File: src/hdl/sios_params.svh
// constants for the stage input, offset and sensitivity register bank
`ifndef SIOS_PARAMS_SVH
`define SIOS_PARAMS_SVH

// ****************************************************************
// register map (word indices; byte address is four times the index)
// ****************************************************************
`define SIOS_STAGE_BASE_IDX 12'h080
`define SIOS_STAGE1_BASE_IDX 12'h088
`define SIOS_NUM_STAGES 12
`define SIOS_SLOT_ROUTE_HIGH 3'h1
`define SIOS_SLOT_OFFSET 3'h2
`define SIOS_SLOT_SENS 3'h3
`define SIOS_REG_RESET 16'h0000

// ****************************************************************
// route register fields
// ****************************************************************
`define SIOS_ROUTE_FIELD_W 2
`define SIOS_SE_LSB 12
`define SIOS_MINUS_OFF_BIT 14
`define SIOS_PLUS_OFF_BIT 15
`define SIOS_ROUTE_MASK 16'hffff

// ****************************************************************
// offset register fields
// ****************************************************************
`define SIOS_MINUS_CODE_LSB 0
`define SIOS_MINUS_STEER_BIT 7
`define SIOS_PLUS_CODE_LSB 8
`define SIOS_PLUS_STEER_BIT 15
`define SIOS_OFFSET_MASK 16'hbfbf
`define SIOS_OFFSET_STEP_FF 320

// ****************************************************************
// sensitivity register fields
// ****************************************************************
`define SIOS_MINUS_THR_LSB 0
`define SIOS_MINUS_PEAK_LSB 4
`define SIOS_PLUS_THR_LSB 8
`define SIOS_PLUS_PEAK_LSB 12
`define SIOS_SENS_MASK 16'h7f7f
`define SIOS_PEAK_BASE_PCT 40
`define SIOS_PEAK_STEP_PCT 10
`define SIOS_PEAK_MAX_CODE 3'h5

// ****************************************************************
// bus encodings
// ****************************************************************
`define SIOS_HTRANS_NONSEQ 2'h2
`define SIOS_HRESP_OKAY 1'b0

`endif

File: src/hdl/sios_pkg.sv
// types shared by the stage register bank and its field decoder
package sios_pkg;

   typedef enum logic [1:0] {
      SIOS_ROUTE_OPEN = 2'h0,
      SIOS_ROUTE_NEG = 2'h1,
      SIOS_ROUTE_POS = 2'h2,
      SIOS_ROUTE_BIAS = 2'h3
   } sios_route_t;

   typedef enum logic [1:0] {
      SIOS_SE_ILLEGAL = 2'h0,
      SIOS_SE_POS = 2'h1,
      SIOS_SE_NEG = 2'h2,
      SIOS_SE_DIFF = 2'h3
   } sios_se_mode_t;

   // bit i of each mask stands for sense input 7+i
   typedef struct packed {
      logic [5:0] pos_mask;
      logic [5:0] neg_mask;
      logic [5:0] bias_mask;
      sios_se_mode_t single_ended_mode_sel;
      logic diff;
      logic minus_on;
      logic [5:0] minus_offset_code;
      logic [14:0] minus_offset_ff;
      logic minus_to_pos;
      logic plus_on;
      logic [5:0] plus_offset_code;
      logic [14:0] plus_offset_ff;
      logic plus_to_neg;
      logic [13:0] minus_threshold_level;
      logic [13:0] plus_threshold_level;
      logic [6:0] minus_peak_level;
      logic [6:0] plus_peak_level;
      logic minus_peak_ok;
      logic plus_peak_ok;
   } sios_stage_cfg_t;

endpackage

File: src/hdl/sios_cfg_if.sv
// carrier between the register bank and the stage field decoder
`timescale 1ns/1ps
interface sios_cfg_if;
   logic [15:0] route_high;
   logic [15:0] offset;
   logic [15:0] sens;
   sios_pkg::sios_stage_cfg_t cfg;

   modport bank (output route_high, output offset, output sens, input cfg);
   modport dec (input route_high, input offset, input sens, output cfg);
endinterface

File: src/hdl/sios_regs.sv
// per-stage input route, front end offset and threshold registers on ahb-lite
//
// Our own choices: the AHB-Lite slave port and the register offsets.
`timescale 1ns/1ps
`include "sios_params.svh"

// Contract
// - each input 7-12 route field: 00 open, 01 negative, 10 positive, 11 bias.
// - route fields sit in ascending bit pairs, input 7 at [1:0] to 12 at [11:10].
// - single-ended field value 11 selects a differential measurement.
// - route bit 14 low enables the negative offset, high disables it.
// - route bit 15 low enables the positive offset, high disables it.
// - offset bits [5:0] are the negative offset code, 0.32 pF per step.
// - offset bits [13:8] are the positive offset code, same step and span.
// - offset bit 7 steers negative offset to negative or positive input.
// - offset bit 15 steers positive offset to positive or negative input.
// - sensitivity bits [3:0] pick negative threshold, 25% up to 95.32%.
// - sensitivity bits [11:8] pick positive threshold from the same table.
// - threshold table fixes each code, e.g. 0001 29.73%, 1000 62.51%.
// - sensitivity bits [6:4] set negative peak level, 40% to 90% by 10%.
// - sensitivity bits [14:12] set positive peak level, same encoding.
// - stage s owns eight registers from 0x080+8s; slots 1, 2, 3 here.
module sios_regs #(
   parameter int NUM_STAGES = `SIOS_NUM_STAGES
) (
   input wire logic ref_clk,
   input wire logic rst_b,
   input wire logic hsel,
   input wire logic [31:0] haddr,
   input wire logic [1:0] htrans,
   input wire logic hwrite,
   input wire logic [2:0] hsize,
   input wire logic [31:0] hwdata,
   input wire logic hready,
   output logic hreadyout,
   output logic hresp,
   output logic [31:0] hrdata,
   input wire logic [3:0] stage_sel,
   output logic [3:0] stage_cfg_idx,
   output sios_pkg::sios_stage_cfg_t stage_cfg
);

   // ****************************************************************
   // address decode
   // ****************************************************************
   typedef struct packed {
      logic hit;
      logic [3:0] stage;
      logic [2:0] slot;
   } sios_dec_t;

   // a stage index is only backed by storage below NUM_STAGES
   function automatic logic sios_stage_ok(input logic [3:0] s);
      return int'(s) < NUM_STAGES;
   endfunction

   // stage base is aligned to eight words, so stage and slot are plain slices
   function automatic sios_dec_t sios_decode(input logic [11:0] idx);
      sios_dec_t d;
      logic [11:0] rel;
      logic in_window;
      logic slot_ours;
      rel = idx - `SIOS_STAGE_BASE_IDX;
      d.stage = rel[6:3];
      d.slot = rel[2:0];
      in_window = (idx >= `SIOS_STAGE_BASE_IDX) && (rel[11:7] == 5'h00) &&
                  sios_stage_ok(rel[6:3]);
      slot_ours = (rel[2:0] == `SIOS_SLOT_ROUTE_HIGH) || (rel[2:0] == `SIOS_SLOT_OFFSET) ||
                  (rel[2:0] == `SIOS_SLOT_SENS);
      d.hit = in_window && slot_ours;
      return d;
   endfunction

   // writable bits of each register, built from the field positions so that
   // a moved field moves its mask with it
   function automatic logic [15:0] sios_route_bits();
      logic [15:0] m;
      m = 16'h0000;
      for (int i = 0; i < 6; i++) begin
         m[i*`SIOS_ROUTE_FIELD_W +: `SIOS_ROUTE_FIELD_W] = 2'h3;
      end
      m[`SIOS_SE_LSB +: 2] = 2'h3;
      m[`SIOS_MINUS_OFF_BIT] = 1'b1;
      m[`SIOS_PLUS_OFF_BIT] = 1'b1;
      return m;
   endfunction

   function automatic logic [15:0] sios_offset_bits();
      logic [15:0] m;
      m = 16'h0000;
      m[`SIOS_MINUS_CODE_LSB +: 6] = 6'h3f;
      m[`SIOS_MINUS_STEER_BIT] = 1'b1;
      m[`SIOS_PLUS_CODE_LSB +: 6] = 6'h3f;
      m[`SIOS_PLUS_STEER_BIT] = 1'b1;
      return m;
   endfunction

   function automatic logic [15:0] sios_sens_bits();
      logic [15:0] m;
      m = 16'h0000;
      m[`SIOS_MINUS_THR_LSB +: 4] = 4'hf;
      m[`SIOS_MINUS_PEAK_LSB +: 3] = 3'h7;
      m[`SIOS_PLUS_THR_LSB +: 4] = 4'hf;
      m[`SIOS_PLUS_PEAK_LSB +: 3] = 3'h7;
      return m;
   endfunction

   // unused bits are dropped on write, so they read back as zero
   function automatic logic [15:0] sios_wmask(input logic [2:0] slot);
      logic [15:0] m;
      m = 16'h0000;
      if (slot == `SIOS_SLOT_ROUTE_HIGH) begin
         m = sios_route_bits();
      end else if (slot == `SIOS_SLOT_OFFSET) begin
         m = sios_offset_bits();
      end else if (slot == `SIOS_SLOT_SENS) begin
         m = sios_sens_bits();
      end
      return m;
   endfunction

   // ****************************************************************
   // storage
   // ****************************************************************
   // one full 16-bit word per stage and slot; unused bits are stored as zero
   logic [15:0] route_high_r [NUM_STAGES];
   logic [15:0] offset_r [NUM_STAGES];
   logic [15:0] sens_r [NUM_STAGES];

   // ****************************************************************
   // ahb-lite data phase tracking
   // ****************************************************************
   logic dp_valid_r;
   logic dp_write_r;
   sios_dec_t dp_dec_r;
   sios_dec_t ap_dec;
   logic ap_take;
   logic wr_now;
   logic [15:0] wr_val;
   logic wr_route;
   logic wr_offset;
   logic wr_sens;
   logic fwd_hit;
   logic rd_take;

   assign ap_take = hsel && hready && (htrans == `SIOS_HTRANS_NONSEQ);
   assign ap_dec = sios_decode(haddr[13:2]);
   // zero wait states: every transfer completes in its first data phase
   assign hreadyout = 1'b1;
   // unmapped words are answered okay too; their reads return zero
   assign hresp = `SIOS_HRESP_OKAY;

   always_ff @(posedge ref_clk or negedge rst_b) begin
      if (!rst_b) begin
         dp_valid_r <= 1'b0;
      end else begin
         dp_valid_r <= ap_take;
      end
   end

   always_ff @(posedge ref_clk or negedge rst_b) begin
      if (!rst_b) begin
         dp_write_r <= 1'b0;
      end else begin
         dp_write_r <= ap_take && hwrite;
      end
   end

   // cleared between transfers so a stale hit can never strobe a write
   always_ff @(posedge ref_clk or negedge rst_b) begin
      if (!rst_b) begin
         dp_dec_r <= '0;
      end else begin
         dp_dec_r <= ap_take ? ap_dec : '0;
      end
   end

   // hsize is not checked: only whole-word transfers are supported
   assign wr_now = dp_valid_r && dp_write_r && dp_dec_r.hit;
   assign wr_val = hwdata[15:0] & sios_wmask(dp_dec_r.slot);
   // one strobe per register kind, so each storage process keeps to its own word
   assign wr_route = wr_now && (dp_dec_r.slot == `SIOS_SLOT_ROUTE_HIGH);
   assign wr_offset = wr_now && (dp_dec_r.slot == `SIOS_SLOT_OFFSET);
   assign wr_sens = wr_now && (dp_dec_r.slot == `SIOS_SLOT_SENS);
   // a read taken while a write to the same word is in its data phase
   assign fwd_hit = wr_now && ap_dec.hit && (ap_dec.stage == dp_dec_r.stage) &&
      (ap_dec.slot == dp_dec_r.slot);
   assign rd_take = ap_take && !hwrite;

   // ****************************************************************
   // register writes
   // ****************************************************************
   // contents after reset are not meaningful to software; zero is only
   // chosen so the decoded outputs are defined
   always_ff @(posedge ref_clk or negedge rst_b) begin
      if (!rst_b) begin
         for (int s = 0; s < NUM_STAGES; s++) begin
            route_high_r[s] <= `SIOS_REG_RESET;
         end
      end else if (wr_route) begin
         route_high_r[dp_dec_r.stage] <= wr_val;
      end
   end

   always_ff @(posedge ref_clk or negedge rst_b) begin
      if (!rst_b) begin
         for (int s = 0; s < NUM_STAGES; s++) begin
            offset_r[s] <= `SIOS_REG_RESET;
         end
      end else if (wr_offset) begin
         offset_r[dp_dec_r.stage] <= wr_val;
      end
   end

   always_ff @(posedge ref_clk or negedge rst_b) begin
      if (!rst_b) begin
         for (int s = 0; s < NUM_STAGES; s++) begin
            sens_r[s] <= `SIOS_REG_RESET;
         end
      end else if (wr_sens) begin
         sens_r[dp_dec_r.stage] <= wr_val;
      end
   end

   // ****************************************************************
   // read path
   // ****************************************************************
   function automatic logic [15:0] sios_read(input sios_dec_t d);
      logic [15:0] v;
      v = 16'h0000;
      if (d.hit) begin
         if (d.slot == `SIOS_SLOT_ROUTE_HIGH) begin
            v = route_high_r[d.stage];
         end else if (d.slot == `SIOS_SLOT_OFFSET) begin
            v = offset_r[d.stage];
         end else begin
            v = sens_r[d.stage];
         end
      end
      return v;
   endfunction

   // read data is captured in the address phase; a write in its data
   // phase to the same word is forwarded so back-to-back access stays coherent
   logic [15:0] rd_nxt;
   logic [15:0] rd_r;

   always_comb begin
      rd_nxt = sios_read(ap_dec);
      if (fwd_hit) begin
         rd_nxt = wr_val;
      end
   end

   always_ff @(posedge ref_clk or negedge rst_b) begin
      if (!rst_b) begin
         rd_r <= 16'h0000;
      end else if (rd_take) begin
         rd_r <= rd_nxt;
      end
   end

   assign hrdata = {16'h0000, rd_r};

   // ****************************************************************
   // stage configuration for the sequencer
   // ****************************************************************
   sios_cfg_if cfg_bus ();
   logic [3:0] sel_safe;

   // out-of-range selects fall back to stage zero rather than reading past the array
   assign sel_safe = sios_stage_ok(stage_sel) ? stage_sel : 4'h0;
   assign cfg_bus.route_high = route_high_r[sel_safe];
   assign cfg_bus.offset = offset_r[sel_safe];
   assign cfg_bus.sens = sens_r[sel_safe];

   sios_stage_decode u_decode (
      .cfg_io(cfg_bus.dec)
   );

   // one cycle of latency; the sequencer may not rely on peak levels
   // for undefined codes, flagged by the peak ok bits
   always_ff @(posedge ref_clk or negedge rst_b) begin
      if (!rst_b) begin
         stage_cfg <= '0;
      end else begin
         stage_cfg <= cfg_bus.cfg;
      end
   end

   // tells the sequencer which stage it got, since far selects are folded
   always_ff @(posedge ref_clk or negedge rst_b) begin
      if (!rst_b) begin
         stage_cfg_idx <= 4'h0;
      end else begin
         stage_cfg_idx <= sel_safe;
      end
   end

endmodule

File: src/hdl/sios_stage_decode.sv
// decodes one stage's three raw registers into analog front end settings
`timescale 1ns/1ps
`include "sios_params.svh"
module sios_stage_decode (
   sios_cfg_if.dec cfg_io
);

   // ****************************************************************
   // lookup functions
   // ****************************************************************
   // threshold level in hundredths of a percent
   function automatic logic [13:0] sios_thr_pct(input logic [3:0] code);
      logic [13:0] v;
      v = 14'h0000;
      case (code)
         4'h0: v = 14'd2500;
         4'h1: v = 14'd2973;
         4'h2: v = 14'd3440;
         4'h3: v = 14'd3908;
         4'h4: v = 14'd4379;
         4'h5: v = 14'd4847;
         4'h6: v = 14'd5315;
         4'h7: v = 14'd5783;
         4'h8: v = 14'd6251;
         4'h9: v = 14'd6722;
         4'ha: v = 14'd7190;
         4'hb: v = 14'd7658;
         4'hc: v = 14'd8128;
         4'hd: v = 14'd8596;
         4'he: v = 14'd9064;
         default: v = 14'd9532;
      endcase
      return v;
   endfunction

   // peak level in percent; undefined codes give zero
   function automatic logic [6:0] sios_peak_pct(input logic [2:0] code);
      logic [6:0] v;
      v = 7'h00;
      if (code <= `SIOS_PEAK_MAX_CODE) begin
         v = 7'(`SIOS_PEAK_BASE_PCT + `SIOS_PEAK_STEP_PCT * int'(code));
      end
      return v;
   endfunction

   function automatic logic [14:0] sios_offset_ff(input logic [5:0] code);
      return 15'(int'(code) * `SIOS_OFFSET_STEP_FF);
   endfunction

   // ****************************************************************
   // field decode
   // ****************************************************************
   always_comb begin
      logic [1:0] f;
      logic [5:0] mc;
      logic [5:0] pc;
      f = 2'h0;
      mc = cfg_io.offset[`SIOS_MINUS_CODE_LSB +: 6];
      pc = cfg_io.offset[`SIOS_PLUS_CODE_LSB +: 6];
      cfg_io.cfg = '0;
      for (int i = 0; i < 6; i++) begin
         f = cfg_io.route_high[i*`SIOS_ROUTE_FIELD_W +: `SIOS_ROUTE_FIELD_W];
         cfg_io.cfg.neg_mask[i] = (f == sios_pkg::SIOS_ROUTE_NEG);
         cfg_io.cfg.pos_mask[i] = (f == sios_pkg::SIOS_ROUTE_POS);
         cfg_io.cfg.bias_mask[i] = (f == sios_pkg::SIOS_ROUTE_BIAS);
      end
      cfg_io.cfg.single_ended_mode_sel =
         sios_pkg::sios_se_mode_t'(cfg_io.route_high[`SIOS_SE_LSB +: 2]);
      cfg_io.cfg.diff = (cfg_io.route_high[`SIOS_SE_LSB +: 2] == sios_pkg::SIOS_SE_DIFF);
      // disable bits are active high, so the enable is the inverse
      cfg_io.cfg.minus_on = !cfg_io.route_high[`SIOS_MINUS_OFF_BIT];
      cfg_io.cfg.plus_on = !cfg_io.route_high[`SIOS_PLUS_OFF_BIT];
      cfg_io.cfg.minus_offset_code = mc;
      cfg_io.cfg.minus_offset_ff = sios_offset_ff(mc);
      cfg_io.cfg.plus_offset_code = pc;
      cfg_io.cfg.plus_offset_ff = sios_offset_ff(pc);
      cfg_io.cfg.minus_to_pos = cfg_io.offset[`SIOS_MINUS_STEER_BIT];
      cfg_io.cfg.plus_to_neg = cfg_io.offset[`SIOS_PLUS_STEER_BIT];
      cfg_io.cfg.minus_threshold_level =
         sios_thr_pct(cfg_io.sens[`SIOS_MINUS_THR_LSB +: 4]);
      cfg_io.cfg.plus_threshold_level =
         sios_thr_pct(cfg_io.sens[`SIOS_PLUS_THR_LSB +: 4]);
      cfg_io.cfg.minus_peak_level = sios_peak_pct(cfg_io.sens[`SIOS_MINUS_PEAK_LSB +: 3]);
      cfg_io.cfg.plus_peak_level = sios_peak_pct(cfg_io.sens[`SIOS_PLUS_PEAK_LSB +: 3]);
      cfg_io.cfg.minus_peak_ok = (cfg_io.sens[`SIOS_MINUS_PEAK_LSB +: 3] <= `SIOS_PEAK_MAX_CODE);
      cfg_io.cfg.plus_peak_ok = (cfg_io.sens[`SIOS_PLUS_PEAK_LSB +: 3] <= `SIOS_PEAK_MAX_CODE);
   end

endmodule

File: config.mk
export PLATFORM = sky130hd
export DESIGN_NAME = sios_regs
export DESIGN_NICKNAME = d
export VERILOG_FILES = /design/src/hdl/sios_pkg.sv /design/src/hdl/sios_cfg_if.sv /design/src/hdl/sios_regs.sv /design/src/hdl/sios_stage_decode.sv
export VERILOG_INCLUDE_DIRS = /design/src /design/src/hdl
export SDC_FILE = /design/constraint.sdc
export NUM_CORES = 2
export LEC_CHECK = 0
export BUFFER_PORTS_ARGS = -buffer_cell sky130_fd_sc_hd__buf_4
export CORE_AREA = 2 2 225 283
export DETAILED_ROUTE_END_ITERATION = 10
export DIE_AREA = 0 0 227 285
export HOLD_SLACK_MARGIN = 0.08
export PLACE_DENSITY_LB_ADDON = 0.25
export SYNTH_ARGS = -nofsm -noshare
export SYNTH_HDL_FRONTEND = slang
export SYNTH_HIERARCHICAL = 1
export SYNTH_SLANG_ARGS = --single-unit
File: constraint.sdc
create_clock -name ref_clk -period 3 [get_ports ref_clk]
set_input_delay 0.6 -clock ref_clk [delete_from_list [all_inputs] [get_ports ref_clk]]
set_output_delay 0.6 -clock ref_clk [all_outputs]
set_load 0.01 [all_outputs]
# After elaboration in Yosys (flattened, before gate mapping)

Memories as Yosys holds them, arrays and structs flattened. A register that Yosys moved wholly into a read port is not among the register bits.
Cells that the tools add are included.

Register bits after elaboration: 677
Bits in latches: 0
Memory bits (writable): 0
Bits in read-only memories: 448
Bits of input ports: 78
Output and inout bits: 149
Word-level logic and storage cells: 168
Memories kept: 2

$add $sub $neg: 3
Multiply operators: 4
Div/mod/pow operators: 0
Magnitude comparators: 9
Eq/ne operators: 28
Shift operators: 0
Multiplexer cells: 34
Bitwise gates (word level): 4
Reduce and logical (&&, ||, !) cells: 24

Memories:

| memory           | depth | width | read ports | clocked after memory_dff | write ports | RTL line                | text |
|---|---|---|---|---|---|---|---|
| (name not given) | 16    | 14    | 1          | 1                        | 0           | sios_stage_decode.sv:15 | `case (code)` |
| (name not given) | 16    | 14    | 1          | 1                        | 0           | sios_stage_decode.sv:15 |  |

Operators with widths:

| cell                                                                                 | number |
|---|---|
| 192-bit bitwise mux                                                                  | 3 |
| 16-bit binary-select mux with 4-bit select                                           | 6 |
| 16-bit two-way mux                                                                   | 17 |
| 16-bit demux with 4-bit select                                                       | 1 |
| 15-bit two-way mux                                                                   | 3 |
| 2-bit equality test, second input constant                                           | 14 |
| 6-bit by 3-bit multiplier with 9-bit output, second input constant                   | 2 |
| 16-bit AND                                                                           | 1 |
| 1-bit logical AND                                                                    | 16 |
| 5-bit greater-or-equal comparator, second input constant                             | 3 |
| 4-bit inverter with 5-bit output                                                     | 3 |
| 7-bit adder, first input constant                                                    | 2 |
| 7-bit two-way mux                                                                    | 2 |
| 2-bit by 1-bit equality test with 1-bit output, second input constant                | 6 |
| 3-bit by 2-bit equality test with 1-bit output, second input constant                | 4 |
| 12-bit by 8-bit greater-or-equal comparator with 1-bit output, second input constant | 1 |
| 3-bit by 3-bit multiplier with 6-bit output, first input constant                    | 2 |
| 12-bit by 8-bit subtractor with 12-bit output, second input constant                 | 1 |
| 4-bit less-than comparator, second input constant                                    | 2 |
| 8-bit two-way mux                                                                    | 1 |
| 3-bit by 1-bit equality test with 1-bit output, second input constant                | 2 |
| 3-bit <= comparator, second input constant                                           | 2 |
| 1-bit zero test                                                                      | 5 |
| 5-bit zero test                                                                      | 1 |
| 5 further kinds                                                                      | 6 |

# Logic depth before layout (Yosys ltp)

Depth after elaboration: 9
Depth in mapped cells: 17
Depth with buffers taken out: 12

# Cells and area by module

The synthesis kept the hierarchy.

Modules (own cells, without submodules):

| module            | times used | cells an instance | area each (um^2) | sequential area each (um^2) |
|---|---|---|---|---|
| sios_regs         | 1          | 3417              | 35220.0          | 17942.2 |
| sios_stage_decode | 1          | 233               | 1700.4           | 0.0 |

# Least setup slack after synthesis

Ideal clock, no wire load.

Kind: input-to-reg
Start: in stage_sel[2]
End: reg stage_cfg[58] in the netlist's numbering
Setup time: 0.080 ns
Data arrival time: 3.381 ns
Required time: 2.920 ns
Setup slack: -0.462 ns
Stages: 16
Cells stage by stage: buf_4 -> a21bo_1 -> buf_2 -> nor2_1 -> buf_2 -> clkbuf_1 -> a222oi_1 -> mux2i_1 -> mux2i_1 -> ha_1 -> ha_1 -> inv_1 -> fa_1 -> nand2b_1 -> a21oi_1 -> xor2_1

RTL lines:

| item                   | RTL line         | text |
|---|---|---|
| start: declaration     | sios_regs.sv:38  | `input wire logic [3:0] stage_sel,` |
| end signal: assignment | sios_regs.sv:287 | `stage_cfg <= cfg_bus.cfg;` |
| end: declaration       | sios_regs.sv:40  | `output sios_pkg::sios_stage_cfg_t stage_cfg` |

==> metrics.txt <==
DRT iter0 DRCs=3328; largest net degree at the start of global routing=107; crit path DAT=3.53 ns; placed cell count=4577; Slowest Stage Delay on Critical Path=0.41 ns; die area=64700 sq um; setup tns final=0 ns; I/O Buffers=169; core box area=62400 sq um; clk_skew=0.0230 ns; Crit path max-delay family=compound AO/OA/AOI/OAI gates; minimum clock period=2.98 ns; RSZ-0062 raised after global routing=true; total vias in the final route=30300; critical path, cell by cell=buf_6, a21boi_4, clkbuf_16, buf_4, mux2i_1, a222oi_1, buf_4, mux2i_1, mux2i_1, ha_1, ha_4, inv_2, fa_2, nand2b_4, a21oi_2, xor2_1; Final ANT Viol Nets=0; Max-Cap Viols=0; Util after Layout=68.9%; Die Wd=227 um; Slowest-stage cell, CP=a222oi_1; type of the worst min-delay path=primary input to flip-flop; final worst-path cycle share=99.4%; gr usage total=35.9%; initial antenna violation count=2; kind of critical path=primary input to flip-flop; Finished Layout Cells=4733; die height=285 um; TritonRoute pass-1 iters=9; Crit. End Element=flip-flop; number of clock sinks=717; commonest non-fill, non-tap cell in the layout=dfrtp_1; root buffer cell=clkbuf_16; most frequent cells in the layout=dfrtp_1, nand2_1, o21ai_1, buf_4, mux2i_1; cell mode on critical path=mux2i_1; crit path launch type=primary input; CTS Buffer Depth=3; total congestion overflow=0; nets=3951; crit-path max FO=4; worst rel slew slack=37.1%; P&R area growth vs syn=17.6%; Initial Util=58.6%; setup violators final=0; drt total wl=116000 um; Worst Path Buf+Inv=5; vias per std cell=6.39; final hold viol count=0; Syn Area/Cell=10.1 sq um; CTS H-tree depth=3; # IOs=227; Slew @ Worst Pin=0.943 ns; Row Count=103; Worst-path clk slew=0.07 ns; P_leak=21.2 nW; status=finished, final reports clean; Syn Inst Count=3614; first-pass GRT wire length=176000 um; gpl congestion=0.929; pins over their slew limit=0; required time of the critical path=3.54 ns; worst hold slack=0.235 ns; Worst-Skew Late Latency=0.64 ns; final instance area=43000 sq um; mapped cell area=36600 sq um; ant diodes=0; layout cells sized above 1=20.5%; number of CTS-inserted buffers=71; warnings from Yosys=6; vias in the first global route=29900; hpwl dp=78400 um; drc violations=0; Placed Area=40200 sq um; CTS tree=done; Pwr Density=488 nW/um^2; worst vdd ir=440 uV; DR WL/cell=24.4 um; Achievable Freq=335 MHz
what timing repair did:
action	4_1_cts	5_1_grt
hold buffers	1	0
buffers inserted	0	22
setup endpoints to repair	1	10
pin swaps	0	14
resized for setup	1	21
endpoints found under the hold margin	44	0
cloned	0	2
final cells by class:
class / instances / area [sq um]
Multi-Input combinational cell: 2330 / 16400
Tap cell: 840 / 1050
Clock inverter: 25 / 317
Timing Repair Buffer: 489 / 4250
Clock buffer: 106 / 2180
Sequential cell: 717 / 17900
Inverter: 226 / 848
Fill cell: 4687 / 19400
sequential cells by signal, summed over array words and instances, names as in the netlist:
signal,flops
rd_r,16
dp_write_r,1
stage_cfg,111
dp_valid_r,1
stage_cfg_idx,4
sens_r,192
offset_r,192
route_high_r,192
dp_dec_r,8
stage by stage:
step | total power, W | setup slack [ns]
finish | 0.0210 | 0.0181
detailed placement | 0.0115 | -0.605
global placement | 0.0115 | -0.525
CTS | 0.0210 | 0.0371
global route | 0.0215 | -0.0277
floorplan | 0.0107 | -0.178
per-layer routing:
metal	vias up	wire (um)	GRT usage (%)
met4	4	7220	20.7
met5	-	21	0
met2	1717	55100	57.6
met1	15000	42900	46.0
met3	394	10300	6.26
li1	13200	-	-
path summary, 6_finish.rpt:
path                                from            end  slack [ns]  cells after the start
setup / recovery            stage_sel[3]  stage_cfg[81]        0.02                     16
hold / removal                    hwrite     dp_write_r        0.23                      2
setup reg to reg           offset_r[147]  stage_cfg[81]        0.32                     12
hold reg to reg            offset_r[126]  offset_r[126]        0.49                      1
max in group asynchronous          rst_b   offset_r[27]        1.45                      3
min in group asynchronous          rst_b  stage_cfg[10]        0.52                      2
power breakdown:
group	total [W]	switching (W)	internal [W]	leakage [nW]
Combinational	0.00159	0.00101	0.000582	13.0
Sequential	0.00983	0.000105	0.00973	6.94
Clock	0.00954	0.00389	0.00565	1.24
Total	0.0210	0.00500	0.0160	21.2
Note: power is estimated with default switching activity, not from simulation.
